--- config.mk ---
export PLATFORM = sky130hd
export DESIGN_NAME = smcg_sleep_ctrl
export DESIGN_NICKNAME = d
export VERILOG_FILES = /design/src/hw/smcg_pkg.sv /design/src/hw/smcg_sleep_ctrl.sv
export SDC_FILE = /design/constraint.sdc
export NUM_CORES = 1
export LEC_CHECK = 0
export ABC_AREA = 1
export BUFFER_PORTS_ARGS = -buffer_cell sky130_fd_sc_hd__buf_2
export CORE_UTILIZATION = 35
export DETAILED_ROUTE_END_ITERATION = 12
export PLACE_DENSITY = 0.69
export SLEW_MARGIN = 5
export SYNTH_ARGS = -nofsm -noshare
export SYNTH_HDL_FRONTEND = slang
export SYNTH_SLANG_ARGS = --single-unit
--- constraint.sdc ---
create_clock -name i_clock -period 2.95 [get_ports i_clock]
set_clock_uncertainty 0.2 [all_clocks]
set_input_delay 0.295 -clock i_clock [delete_from_list [all_inputs] [get_ports i_clock]]
set_output_delay 0.295 -clock i_clock [all_outputs]
set_load 0.005 [all_outputs]
--- src/hw/smcg_pkg.sv ---
package smcg_pkg;
  localparam int DATA_W = 8;
  localparam int ADDR_W = 2;
  localparam int NUM_PERIPH = 5;
  localparam int CNT_W = 12;
  localparam logic [ADDR_W-1:0] ADDR_CTRL = 2'h0;
  localparam logic [ADDR_W-1:0] ADDR_PRR = 2'h1;
  localparam logic [ADDR_W-1:0] ADDR_STAT = 2'h2;
  localparam int CTRL_EN_BIT = 0;
  localparam int CTRL_MODE_LSB = 1;
  localparam logic [DATA_W-1:0] CTRL_RESET = 8'h00;
  localparam logic [NUM_PERIPH-1:0] PRR_RESET = 5'h00;
  localparam logic [2:0] MODE_IDLE = 3'h0;
  localparam logic [2:0] MODE_NOISE = 3'h1;
  localparam logic [2:0] MODE_PDOWN = 3'h2;
  localparam logic [2:0] MODE_PSAVE = 3'h3;
  localparam logic [2:0] MODE_STANDBY = 3'h6;
  localparam int CLK_PERIOD_NS = 8;
  localparam int HALT_CYCLES = 4;
  localparam int STANDBY_CYCLES = 6;
  localparam int RESTART_NS_0 = 1000;
  localparam int RESTART_NS_1 = 4000;
  localparam int RESTART_NS_2 = 16000;
  localparam int RESTART_NS_3 = 32000;
  localparam logic [CNT_W-1:0] RESTART_CYC_0 = CNT_W'((RESTART_NS_0 + CLK_PERIOD_NS - 1) / CLK_PERIOD_NS);
  localparam logic [CNT_W-1:0] RESTART_CYC_1 = CNT_W'((RESTART_NS_1 + CLK_PERIOD_NS - 1) / CLK_PERIOD_NS);
  localparam logic [CNT_W-1:0] RESTART_CYC_2 = CNT_W'((RESTART_NS_2 + CLK_PERIOD_NS - 1) / CLK_PERIOD_NS);
  localparam logic [CNT_W-1:0] RESTART_CYC_3 = CNT_W'((RESTART_NS_3 + CLK_PERIOD_NS - 1) / CLK_PERIOD_NS);

  typedef enum logic [1:0] {ST_ACTIVE, ST_SLEEP, ST_RESTART, ST_HALT} smcg_state_t;

  typedef struct packed {
    logic core;
    logic flash;
    logic io;
    logic conv;
    logic asy;
    logic main_osc;
    logic timer_osc;
    logic t2_disp;
  } smcg_clk_t;

  typedef struct packed {
    logic comparator_off;
    logic ref_keep;
    logic input_buf_en;
    logic wdt_run;
    logic bod_run;
    logic conv_run;
  } smcg_analog_t;

  typedef struct packed {
    smcg_state_t state;
    logic [2:0] mode;
    logic [CNT_W-1:0] count;
    logic [DATA_W-1:0] ctrl;
    logic [NUM_PERIPH-1:0] peripheral_clock_stop_register;
    logic [DATA_W-1:0] rdata;
    logic [2:0] pin_s1;
    logic [2:0] pin_s2;
    logic conv_en_prev;
    logic conv_ext;
    logic conv_start;
    logic resume;
    logic reset_wake;
    smcg_clk_t clk;
    smcg_analog_t ana;
  } smcg_regs_t;
endpackage

--- src/hw/smcg_sleep_ctrl.sv ---
// Local design decisions: the address map and the plain strobed port.
`timescale 1ns/100ps
`default_nettype none

// How it works
// RULE1: mode 000 sleep halts core and program-memory clocks, rest keeps running.
// RULE2: idle wakes on any enabled interrupt, external or internal.
// RULE3: mode 001 halts io, core and program-memory clocks; converter, async run.
// RULE4: noise mode wakes only on its listed converter, timer, pin and reset sources.
// RULE5: idle and noise mode start a conversion on entry if converter enabled.
// RULE6: mode 010 stops oscillator and generated clocks; async wake logic only.
// RULE7: power-down wakes only on reset, start condition, level line zero, pin change.
// RULE8: outside source holds a wake level long enough to be seen.
// RULE9: power-down wake waits a restart period picked by clock source fuses.
// RULE10: mode 011 is power-down but timer 2 and display keep running.
// RULE11: power-save wakes on enabled timer-2 events with global enable, or display.
// RULE12: power-save stops unused timer and main oscillators; sync clock only for them.
// RULE13: mode 110 with crystal enters standby, oscillator kept running.
// RULE14: standby wakes after six clock cycles.
// RULE15: setting a peripheral stop bit stops its clock and blocks its registers.
// RULE16: clearing the stop bit restarts the clock with state untouched.
// RULE17: peripheral stop bits act in active and idle; deeper modes stop anyway.
// RULE18: converter stays enabled in sleep; re-enable forces an extended conversion.
// RULE19: comparator auto-disabled in deep modes; reference kept if comparator uses it.
// RULE20: enabled watchdog and brown-out detector stay enabled in every mode.
// RULE21: input buffers off when io and converter clocks both stop.
// RULE22: debug enable keeps main clock running in power-down and power-save.
// RULE23: core sets sleep enable then executes sleep; without enable no sleep.
// RULE24: interrupt wake halts core four cycles past start-up; reset restarts.
// RULE25: mode codes 100, 101 and 111 are reserved and never enter sleep.
module smcg_sleep_ctrl (
  input wire logic i_clock,
  input wire logic i_rst,
  input wire logic [smcg_pkg::ADDR_W-1:0] i_addr,
  input wire logic [smcg_pkg::DATA_W-1:0] i_wdata,
  input wire logic i_write,
  input wire logic i_read,
  output logic [smcg_pkg::DATA_W-1:0] o_rdata,
  input wire logic i_sleep_exec,
  input wire logic i_irq_any,
  input wire logic i_conv_done,
  input wire logic i_display_irq,
  input wire logic i_start_cond,
  input wire logic i_timer2_ovf,
  input wire logic i_timer2_cmp,
  input wire logic [1:0] i_timer2_interrupt_mask,
  input wire logic i_global_ie,
  input wire logic i_store_ready,
  input wire logic i_external_interrupt_zero,
  input wire logic i_pin_change,
  input wire logic i_reset_source,
  input wire logic [1:0] i_clock_source_select_fuses,
  input wire logic i_crystal_selected,
  input wire logic i_onchip_debug_enable_fuse,
  input wire logic i_converter_enable,
  input wire logic i_comparator_disable_bit,
  input wire logic i_comparator_uses_ref,
  input wire logic i_timer2_enable,
  input wire logic i_timer2_async,
  input wire logic i_display_enable,
  input wire logic i_display_async,
  input wire logic i_watchdog_enable,
  input wire logic i_brownout_enable,
  output smcg_pkg::smcg_clk_t o_clk_en,
  output smcg_pkg::smcg_analog_t o_analog,
  output logic [smcg_pkg::NUM_PERIPH-1:0] o_periph_clk_en,
  output logic [smcg_pkg::NUM_PERIPH-1:0] o_periph_access,
  output logic o_conv_start,
  output logic o_conv_extended,
  output logic o_core_hold,
  output logic o_resume,
  output logic o_reset_wake
);
  smcg_pkg::smcg_regs_t r_reg;
  smcg_pkg::smcg_regs_t r_next;

  logic [2:0] sel_mode;
  logic mode_legal;
  logic wake;
  logic ext0_sync;
  logic pinchg_sync;
  logic rst_src_sync;
  logic t2_evt;
  logic async_used;
  logic sync_used;
  logic sleeping;
  logic [smcg_pkg::CNT_W-1:0] restart_cyc;

  assign sel_mode = r_reg.ctrl[smcg_pkg::CTRL_MODE_LSB +: 3];
  assign ext0_sync = r_reg.pin_s2[0];
  assign pinchg_sync = r_reg.pin_s2[1];
  assign rst_src_sync = r_reg.pin_s2[2];
  assign sleeping = (r_reg.state == smcg_pkg::ST_SLEEP);
  assign t2_evt = i_global_ie & ((i_timer2_ovf & i_timer2_interrupt_mask[0]) |
                  (i_timer2_cmp & i_timer2_interrupt_mask[1]));
  assign async_used = (i_timer2_enable & i_timer2_async) | (i_display_enable & i_display_async);
  assign sync_used = (i_timer2_enable & ~i_timer2_async) | (i_display_enable & ~i_display_async);

  // reserved codes, and standby without a crystal, leave the core running
  always_comb begin
    unique case (sel_mode)
      smcg_pkg::MODE_IDLE, smcg_pkg::MODE_NOISE, smcg_pkg::MODE_PDOWN,
      smcg_pkg::MODE_PSAVE: mode_legal = 1'b1;
      smcg_pkg::MODE_STANDBY: mode_legal = i_crystal_selected; // see RULE13
      default: mode_legal = 1'b0; // see RULE25
    endcase
  end

  always_comb begin
    unique case (i_clock_source_select_fuses) // see RULE9
      2'h0: restart_cyc = smcg_pkg::RESTART_CYC_0;
      2'h1: restart_cyc = smcg_pkg::RESTART_CYC_1;
      2'h2: restart_cyc = smcg_pkg::RESTART_CYC_2;
      2'h3: restart_cyc = smcg_pkg::RESTART_CYC_3;
    endcase
  end

  // wake source selection per mode
  always_comb begin
    wake = 1'b0;
    if (r_reg.mode == smcg_pkg::MODE_IDLE) begin
      wake = i_irq_any | rst_src_sync; // see RULE2
    end else if (r_reg.mode == smcg_pkg::MODE_NOISE) begin
      wake = i_conv_done | rst_src_sync | i_display_irq | i_start_cond | t2_evt |
             i_store_ready | ext0_sync | pinchg_sync; // see RULE4
    end else if (r_reg.mode == smcg_pkg::MODE_PSAVE) begin
      wake = rst_src_sync | i_start_cond | ext0_sync | pinchg_sync |
             t2_evt | i_display_irq; // see RULE11
    end else begin
      wake = rst_src_sync | i_start_cond | ext0_sync | pinchg_sync; // see RULE7
    end
  end

  always_comb begin
    logic enter;
    logic [2:0] m;
    logic sl;
    logic io_on;
    logic conv_on;
    enter = 1'b0;
    m = 3'h0;
    sl = 1'b0;
    io_on = 1'b0;
    conv_on = 1'b0;
    r_next = r_reg;
    r_next.conv_start = 1'b0;
    r_next.resume = 1'b0;
    r_next.reset_wake = 1'b0;
    // pin wake inputs (line zero, pin change, reset source) pass two flops before use; see RULE8
    r_next.pin_s1 = {i_reset_source, i_pin_change, i_external_interrupt_zero};
    r_next.pin_s2 = r_reg.pin_s1;

    // register port
    r_next.rdata = 8'h00;
    if (i_write) begin
      if (i_addr == smcg_pkg::ADDR_CTRL) begin
        r_next.ctrl = {4'h0, i_wdata[3:0]};
      end else if (i_addr == smcg_pkg::ADDR_PRR) begin
        r_next.peripheral_clock_stop_register = i_wdata[smcg_pkg::NUM_PERIPH-1:0]; // see RULE15 see RULE16
      end
    end
    if (i_read) begin
      if (i_addr == smcg_pkg::ADDR_CTRL) begin
        r_next.rdata = r_reg.ctrl;
      end else if (i_addr == smcg_pkg::ADDR_PRR) begin
        r_next.rdata = {3'h0, r_reg.peripheral_clock_stop_register};
      end else if (i_addr == smcg_pkg::ADDR_STAT) begin
        r_next.rdata = {1'b0, r_reg.conv_ext, r_reg.mode, 1'b0, r_reg.state};
      end
    end

    // extended first conversion after the converter comes back on
    r_next.conv_en_prev = i_converter_enable;
    if (i_conv_done) begin
      r_next.conv_ext = 1'b0;
    end
    if (i_converter_enable & ~r_reg.conv_en_prev) begin
      r_next.conv_ext = 1'b1; // see RULE18
    end

    unique case (r_reg.state)
      smcg_pkg::ST_ACTIVE: begin
        enter = i_sleep_exec & r_reg.ctrl[smcg_pkg::CTRL_EN_BIT] & mode_legal; // see RULE23
        if (enter) begin
          r_next.state = smcg_pkg::ST_SLEEP;
          r_next.mode = sel_mode;
          if ((sel_mode == smcg_pkg::MODE_IDLE || sel_mode == smcg_pkg::MODE_NOISE) &&
              i_converter_enable) begin
            r_next.conv_start = 1'b1; // see RULE5
          end
        end
      end
      smcg_pkg::ST_SLEEP: begin
        if (wake && rst_src_sync) begin
          // reset wake goes back to the vector, no halt
          r_next.state = smcg_pkg::ST_ACTIVE;
          r_next.reset_wake = 1'b1; // see RULE24
        end else if (wake) begin
          r_next.state = smcg_pkg::ST_RESTART;
          if (r_reg.mode == smcg_pkg::MODE_STANDBY) begin
            r_next.count = smcg_pkg::CNT_W'(smcg_pkg::STANDBY_CYCLES - 1); // see RULE14
          end else if (r_reg.mode == smcg_pkg::MODE_PDOWN || r_reg.mode == smcg_pkg::MODE_PSAVE) begin
            r_next.count = restart_cyc - 12'h001; // see RULE9
          end else begin
            r_next.count = 12'h000;
          end
        end
      end
      smcg_pkg::ST_RESTART: begin
        if (r_reg.count == 12'h000) begin
          r_next.state = smcg_pkg::ST_HALT;
          r_next.count = smcg_pkg::CNT_W'(smcg_pkg::HALT_CYCLES - 1);
        end else begin
          r_next.count = r_reg.count - 12'h001;
        end
      end
      smcg_pkg::ST_HALT: begin
        if (r_reg.count == 12'h000) begin
          r_next.state = smcg_pkg::ST_ACTIVE;
          r_next.resume = 1'b1; // see RULE24
        end else begin
          r_next.count = r_reg.count - 12'h001;
        end
      end
    endcase

    // gating follows the next state so clocks change with the state
    sl = (r_next.state == smcg_pkg::ST_SLEEP);
    m = r_next.mode;
    io_on = ~sl || m == smcg_pkg::MODE_IDLE;
    conv_on = io_on || m == smcg_pkg::MODE_NOISE;
    r_next.clk.core = ~sl; // see RULE1
    r_next.clk.flash = ~sl;
    r_next.clk.io = io_on; // see RULE3
    r_next.clk.conv = conv_on;
    r_next.clk.asy = conv_on || (m == smcg_pkg::MODE_PSAVE && async_used); // see RULE10
    r_next.clk.main_osc = conv_on || m == smcg_pkg::MODE_STANDBY || // see RULE6
                          (m == smcg_pkg::MODE_PSAVE && sync_used) || // see RULE12
                          i_onchip_debug_enable_fuse; // see RULE22
    r_next.clk.timer_osc = async_used && (conv_on || m == smcg_pkg::MODE_PSAVE); // see RULE12
    // in power-save the sync clock reaches only timer 2 and the display
    r_next.clk.t2_disp = io_on || (m == smcg_pkg::MODE_PSAVE && sync_used); // see RULE12
    r_next.ana.comparator_off = i_comparator_disable_bit || ~conv_on; // see RULE19
    r_next.ana.ref_keep = i_comparator_uses_ref & ~i_comparator_disable_bit; // see RULE19
    r_next.ana.input_buf_en = conv_on; // see RULE21
    r_next.ana.wdt_run = i_watchdog_enable; // see RULE20
    r_next.ana.bod_run = i_brownout_enable; // see RULE20
    r_next.ana.conv_run = i_converter_enable; // see RULE18
  end

  always_ff @(posedge i_clock or posedge i_rst) begin
    if (i_rst) begin
      r_reg <= '{state: smcg_pkg::ST_ACTIVE, mode: smcg_pkg::MODE_IDLE, count: '0,
                 ctrl: smcg_pkg::CTRL_RESET, peripheral_clock_stop_register: smcg_pkg::PRR_RESET, rdata: '0,
                 pin_s1: '0, pin_s2: '0, conv_en_prev: 1'b0, conv_ext: 1'b0,
                 conv_start: 1'b0, resume: 1'b0, reset_wake: 1'b0,
                 clk: '{default: 1'b1}, ana: '{comparator_off: 1'b0, ref_keep: 1'b0,
                 input_buf_en: 1'b1, wdt_run: 1'b0, bod_run: 1'b0, conv_run: 1'b0}};
    end else begin
      r_reg <= r_next;
    end
  end

  // stop bits act whenever the io clock runs; deeper modes have it stopped anyway
  genvar gi;
  generate
    for (gi = 0; gi < smcg_pkg::NUM_PERIPH; gi++) begin : g_periph
      assign o_periph_clk_en[gi] = r_reg.clk.io & ~r_reg.peripheral_clock_stop_register[gi]; // see RULE15 see RULE17
      assign o_periph_access[gi] = ~r_reg.peripheral_clock_stop_register[gi]; // see RULE15
    end
  endgenerate

  assign o_rdata = r_reg.rdata;
  assign o_clk_en = r_reg.clk;
  assign o_analog = r_reg.ana;
  assign o_conv_start = r_reg.conv_start;
  assign o_conv_extended = r_reg.conv_ext;
  assign o_core_hold = (r_reg.state != smcg_pkg::ST_ACTIVE);
  assign o_resume = r_reg.resume;
  assign o_reset_wake = r_reg.reset_wake;

  logic enter_now;
  assign enter_now = (r_reg.state == smcg_pkg::ST_ACTIVE) & i_sleep_exec &
                     r_reg.ctrl[smcg_pkg::CTRL_EN_BIT];
  logic deep_mode;
  assign deep_mode = sleeping && r_reg.mode != smcg_pkg::MODE_IDLE && r_reg.mode != smcg_pkg::MODE_NOISE;
endmodule

`default_nettype wire

* Yosys cells after proc, flatten, opt, wreduce, memory -nomap -nowiden
Cells that the tools add are included.
** Word-level totals
- Word-level logic and storage cells :: 155
- Input port bits :: 41
- Bits in registers :: 56
** Operators by class
- Add/subtract/negate cells :: 2
- Bitwise operators :: 44
- Multiplexer cells :: 32
- Reduce and logical (&&, ||, !) cells :: 30
- Equality and inequality tests :: 23
** Operator list (count)
- 12-bit 2-to-1 mux :: 6
- 12-bit case mux with 4 select lines :: 1
- 12-bit case mux with 3 select lines :: 1
- 7-bit 2-to-1 mux :: 4
- 12-bit by 1-bit subtractor with 12-bit output (second input constant) :: 2
- 1-bit bitwise AND :: 16
- 1-bit bitwise OR :: 16
- 3-bit by 2-bit == test with 1-bit output (second input constant) :: 5
- 12-bit zero test :: 1
- 1-bit 2-to-1 mux :: 12
- 1-bit NOT :: 12
- 1-bit logical OR :: 11
- 2-bit == test (second input constant) :: 5
- 3-bit by 1-bit == test with 1-bit output (second input constant) :: 3
- 3-bit == test (second input constant) :: 3
- 3-bit zero test :: 3
- 2-bit by 1-bit == test with 1-bit output (second input constant) :: 4
- 2-bit 2-to-1 mux :: 4
- 2-bit case mux with 4 select lines :: 1
- 2-bit zero test :: 3
- 2-bit != test (second input constant) :: 3
- 1-bit logical AND :: 5
- 5-bit 2-to-1 mux :: 1
- 4-bit AND reduction :: 1
- 7 further kinds :: 8

* Logic depth before layout (Yosys ltp)
- Depth after elaboration :: 19
- Mapped depth :: 14
- Depth with buffers taken out :: 14

* Worst setup path after synthesis
OpenSTA, ideal clock, no wires.
- Kind :: register -> register
- Start point :: register r_reg[46] in the netlist's numbering
- End point :: register r_reg[57] in the netlist's numbering
- Required time :: 2.629 ns
- Cell stages (with the launch flop) :: 11
- Path slack :: 1.176 ns
- Path buffers :: 0
- Arrival :: 1.453 ns
- Setup time :: 0.121 ns
- Cell sequence :: dfrtp_1 > inv_1 > ha_1 > nand2_2 > nor3_2 > nand2_1 > nand2_1 > nor3_1 > a21o_1 > nand2_1 > nand2_1
** On the way
- Cells in the longest elaborated chain, start to end :: 3
- Elaborated cells between the ends (all ways) :: 7
- Classes of those cells :: 1 x add/sub; 1 x eq/ne; 3 x mux; 2 x reduce/logical
** Ends and longest elaborated chain
- start, declared :: line smcg_sleep_ctrl.sv:74 : smcg_pkg::smcg_regs_t r_reg;
- start signal, assigned :: line smcg_sleep_ctrl.sv:253 : r_reg <= '{state: smcg_pkg::ST_ACTIVE, mode: smcg_pkg::MODE_IDLE, count: '0,
- start signal, assigned :: line smcg_sleep_ctrl.sv:260 : r_reg <= r_next;
- 12-bit by 1-bit subtractor with 12-bit output or 12-bit zero test (tied branches)
- 12-bit 2-to-1 mux, or another cell as far along :: line smcg_sleep_ctrl.sv:218 : if (r_reg.count == 12'h000) begin
- 12-bit case mux with 3 select lines or 4-bit AND reduction (tied branches)
Several ways; a longest one is shown, not always the timed one. The select of a mux whose other input is x is not followed.
A chain may end at the register's enable or synchronous reset.

* Worst setup path in the final report
- Start point :: input i_conv_done
- End point :: register r_reg[47] in the netlist's numbering
** On the way
- Cells in the longest elaborated chain, start to end :: 12
- Elaborated cells between the ends (all ways) :: 13
- Classes of those cells :: 2 x eq/ne; 2 x mux; 7 x bitwise; 2 x reduce/logical
** Ends and longest elaborated chain
- start, declared :: line smcg_sleep_ctrl.sv:41 : input wire logic i_conv_done,
- 1-bit bitwise OR (*) (5 in a row) :: line smcg_sleep_ctrl.sv:124 : wake = i_conv_done | rst_src_sync | i_display_irq | i_start_cond | t2_evt |
- 1-bit bitwise OR (*) (2 in a row) :: line smcg_sleep_ctrl.sv:125 : i_store_ready | ext0_sync | pinchg_sync;
- 1-bit 2-to-1 mux (*) :: line smcg_sleep_ctrl.sv:123 : end else if (r_reg.mode == smcg_pkg::MODE_NOISE) begin
- 1-bit 2-to-1 mux (*) :: line smcg_sleep_ctrl.sv:121 : if (r_reg.mode == smcg_pkg::MODE_IDLE) begin
- 1-bit logical AND :: line smcg_sleep_ctrl.sv:194 : if (wake && rst_src_sync) begin
- 2-bit != test (no line)
- 4-bit AND reduction (no line) (*)
Every way passes the cells marked *; elsewhere a longest branch is shown, timed or not.

==> reports/summary.txt <==
TritonCTS clock tree: built
TritonCTS Buffers: 5
std cell rows: 32
#FFs+latches synth: 55
Total GRT Usage: 14.5%
Yosys top cell by area: dfrtp_1
Crit path max-delay family: buffers and inverters
number of diodes: 0
Sw Share: 40.5%
clock tree sinks: 55
kind of critical path: primary input to register
Slew Viols, Final: 0
Psw: 1.04 mW
# H-tree levels: 2
status: completed
min-delay worst type: primary input to register
drt total wl: 5.71 mm
met1 usage: 20.1%
clk root buf: clkbuf_8
Worst EP required: 2910 ps
Critical Path End Type: register
Post-DP HPWL: 4.42 mm
Starting Density: 36.2%
Placer Congestion: 0.864
worst hold slack: 40.2 ps
max reg flops: 27
multi-input gate area in the final layout: 1020 sq um
Syn. warnings: 0
met3 usage: 3.02%
Post-CTS Resized: 0
Most common cell on crit path: nand2_1
Cell Int Power: 1.53 mW
Storage cell area: 1390 sq um
Vias: 2287
input/output buffers: 73
GRT met2 Usage: 22.4%
number of global-route vias before repair: 2138
I/O Pins: 78
CP startpoint kind: primary input
Initial DRC Count: 65
clock buffer depth: 2
clock power share: 16.8%
slowest stage cell on the critical path: dlygate4sd3_1
Netlist cell types: 36
synth-to-layout area growth: 18.3%
Core Area: 7730 sq um
P_leak: 1.76 nW
Combinational Power Share: 41.8%
global route overflow: 0
Mapped Nets: 377
DRT Pass-1 Iters: 4
mean post-synth cell area: 8.38 sq um
Flop pwr share: 41.4%
arrival time at the worst endpoint: 2080 ps
clock latency on the worst-skew pair: 290 ps
Setup TNS: 0 ps
Final Hold Vio Count: 0
clock slew at reported path FFs: 90 ps
crit path cell chain: dlygate4sd3_1 > buf_2 > inv_1 > nand3_1 > nand2_1 > nand3_1 > nand2_1 > nand2_1 > nand2_1 > nand2_1 > nand3_4 > inv_2 > o21ai_0 > o21ai_0
# fillers: 817
maxcap violations: 0
minimum clock period: 2110 ps
period utilization: 71.6%
VDD IR-drop max: 0.301 mV
Vias/cell: 4.54
Post-Place Worst Slack: 867 ps
Synth top area share: 42.9%
Detail Route Antenna Nets: 0
Setup WS post-layout: 836 ps
Chip Width: 91.4 microns
share of cells above drive strength 1: 26.9%
sequential area share after synthesis: 49.5%
FMAX: 473 MHz
drt wl/cell: 11.3 microns
power per cell area: 778 nW/um^2
Synth Instances: 334
busiest metal layer after global routing: met2
mapped cell area: 2800 sq um
die area: 8360 sq um
Worst Tran Pin Value: 666 ps
final core utilization: 42.9%
setup violators final: 0
die height: 91.4 microns
initial antenna violation count: 0
relative slew slack: 55.6%
largest net degree at the start of global routing: 56
Residual DRC: 0
fin nets: 444
Max stage delay on crit path: 530 ps
Max FO, Critical Path: 19
unrepaired setup endpoints after global routing: no
first-pass GRT wire length: 9.68 mm
WP buf/inv: 4
top cells by area, synth: dfrtp_1, nand2_1, dfstp_2
power by group through the flow:
stage / logic [mW] / clock network, mW / registers (mW)
5_1_grt: 1.24 / 0.476 / 1.09
2_1_floorplan: 0.874 / 0 / 1.03
3_3_place_gp: 1.05 / 0 / 1.08
3_5_place_dp: 1.07 / 0 / 1.08
6_report: 1.08 / 0.433 / 1.07
4_1_cts: 1.08 / 0.445 / 1.07
final timing paths:
kind	from	endpoint	slack (ps)	cells after the start
max in group asynchronous	i_rst	r_reg[38]	1590	4
worst min register to register	r_next[20]	pinchg_sync	160	0
worst max-delay path	i_conv_done	r_reg[47]	840	14
worst max register to register	r_reg[58]	r_reg[47]	860	10
min in group asynchronous	i_rst	o_analog[4]	510	4
worst min-delay path	i_wdata[4]	r_reg[37]	40	3
placed cells by master (no fill, tap or decap), types with 2 or more instances in the layout:
master and count:
buf_2 73, nand2_1 65, dfrtp_1 48, inv_1 47
nor2_1 34, o21ai_0 25, a21oi_1 19, nand3_1 16
dlygate4sd3_1 10, nor3_1 7, clkbuf_8 7, dfstp_2 7
xor2_1 5, inv_2 4, o22ai_1 4, nand2_4 3
nand2_2 2, nor3_2 2, nand3_4 2, o21ai_2 2
ha_1 2
cell families after synthesis:
logic type,Yosys count,share of synthesized area (%)
adder cells (fa/ha/maj),2,0.894
AO/OA/AOI/OAI,57,11.3
XOR/XNOR,6,1.88
other,1,0.134
AND/OR/NAND/NOR,136,22.4
flip-flops,55,49.5
buffers and inverters,77,13.9
worst register-to-register path: cells and delay by family (launching register included):
family | cells | cell delay [ps]
AO/OA/AOI/OAI | 3 | 440
buffers and inverters | 2 | 320
flip-flops | 1 | 480
AND/OR/NAND/NOR | 5 | 560
routing by layer:
metal  share of wire [%]  vias up  wire [microns]
li1                    -     1169               -
met1                  49     1047            2810
met2                  44       67            2530
met3                 5.2        4             297
met4                 1.2        0              70
met5                   0        -               0
cells in the mapped netlist, drive strengths merged:
cell type / n
a22o: 1
dfrtp: 48
a31oi: 1
inv: 52
nor3b: 1
xnor2: 1
nand2: 70
nand3: 19
xor2: 5
ha: 2
nor3: 9
o21ai: 27
a21o: 1
nor2: 35
nand3b: 1
o31ai: 1
dfstp: 7
a21oi: 20
clkinv: 1
and2: 1
o22ai: 4
buf: 24
conb: 1
o21bai: 1
a211oi: 1
layout make-up:
| class | instances | area share, % |
|---|---|---|
| multi-input combinational | 202 | 30.9 |
| sequential | 55 | 41.8 |
| timing repair buffer | 84 | 14.3 |
| tap | 102 | 3.85 |
| clock buffer | 8 | 3.02 |
| inverter | 53 | 6.12 |
repair_timing:
action,4_1_cts,5_1_grt
buffers inserted,0,0
endpoints found under the hold margin,13,0
endpoints found under the setup margin,0,0
hold buffers,10,0
metrics by stage:
stage,instance area [sq um],instances,power (mW)
6_report,3310,504,2.58
2_1_floorplan,2800,334,1.90
4_1_cts,3310,504,2.60
3_5_place_dp,3110,486,2.15
3_3_place_gp,3110,486,2.13
5_1_grt,3310,504,2.80
Power figures use the tool's default switching activity.
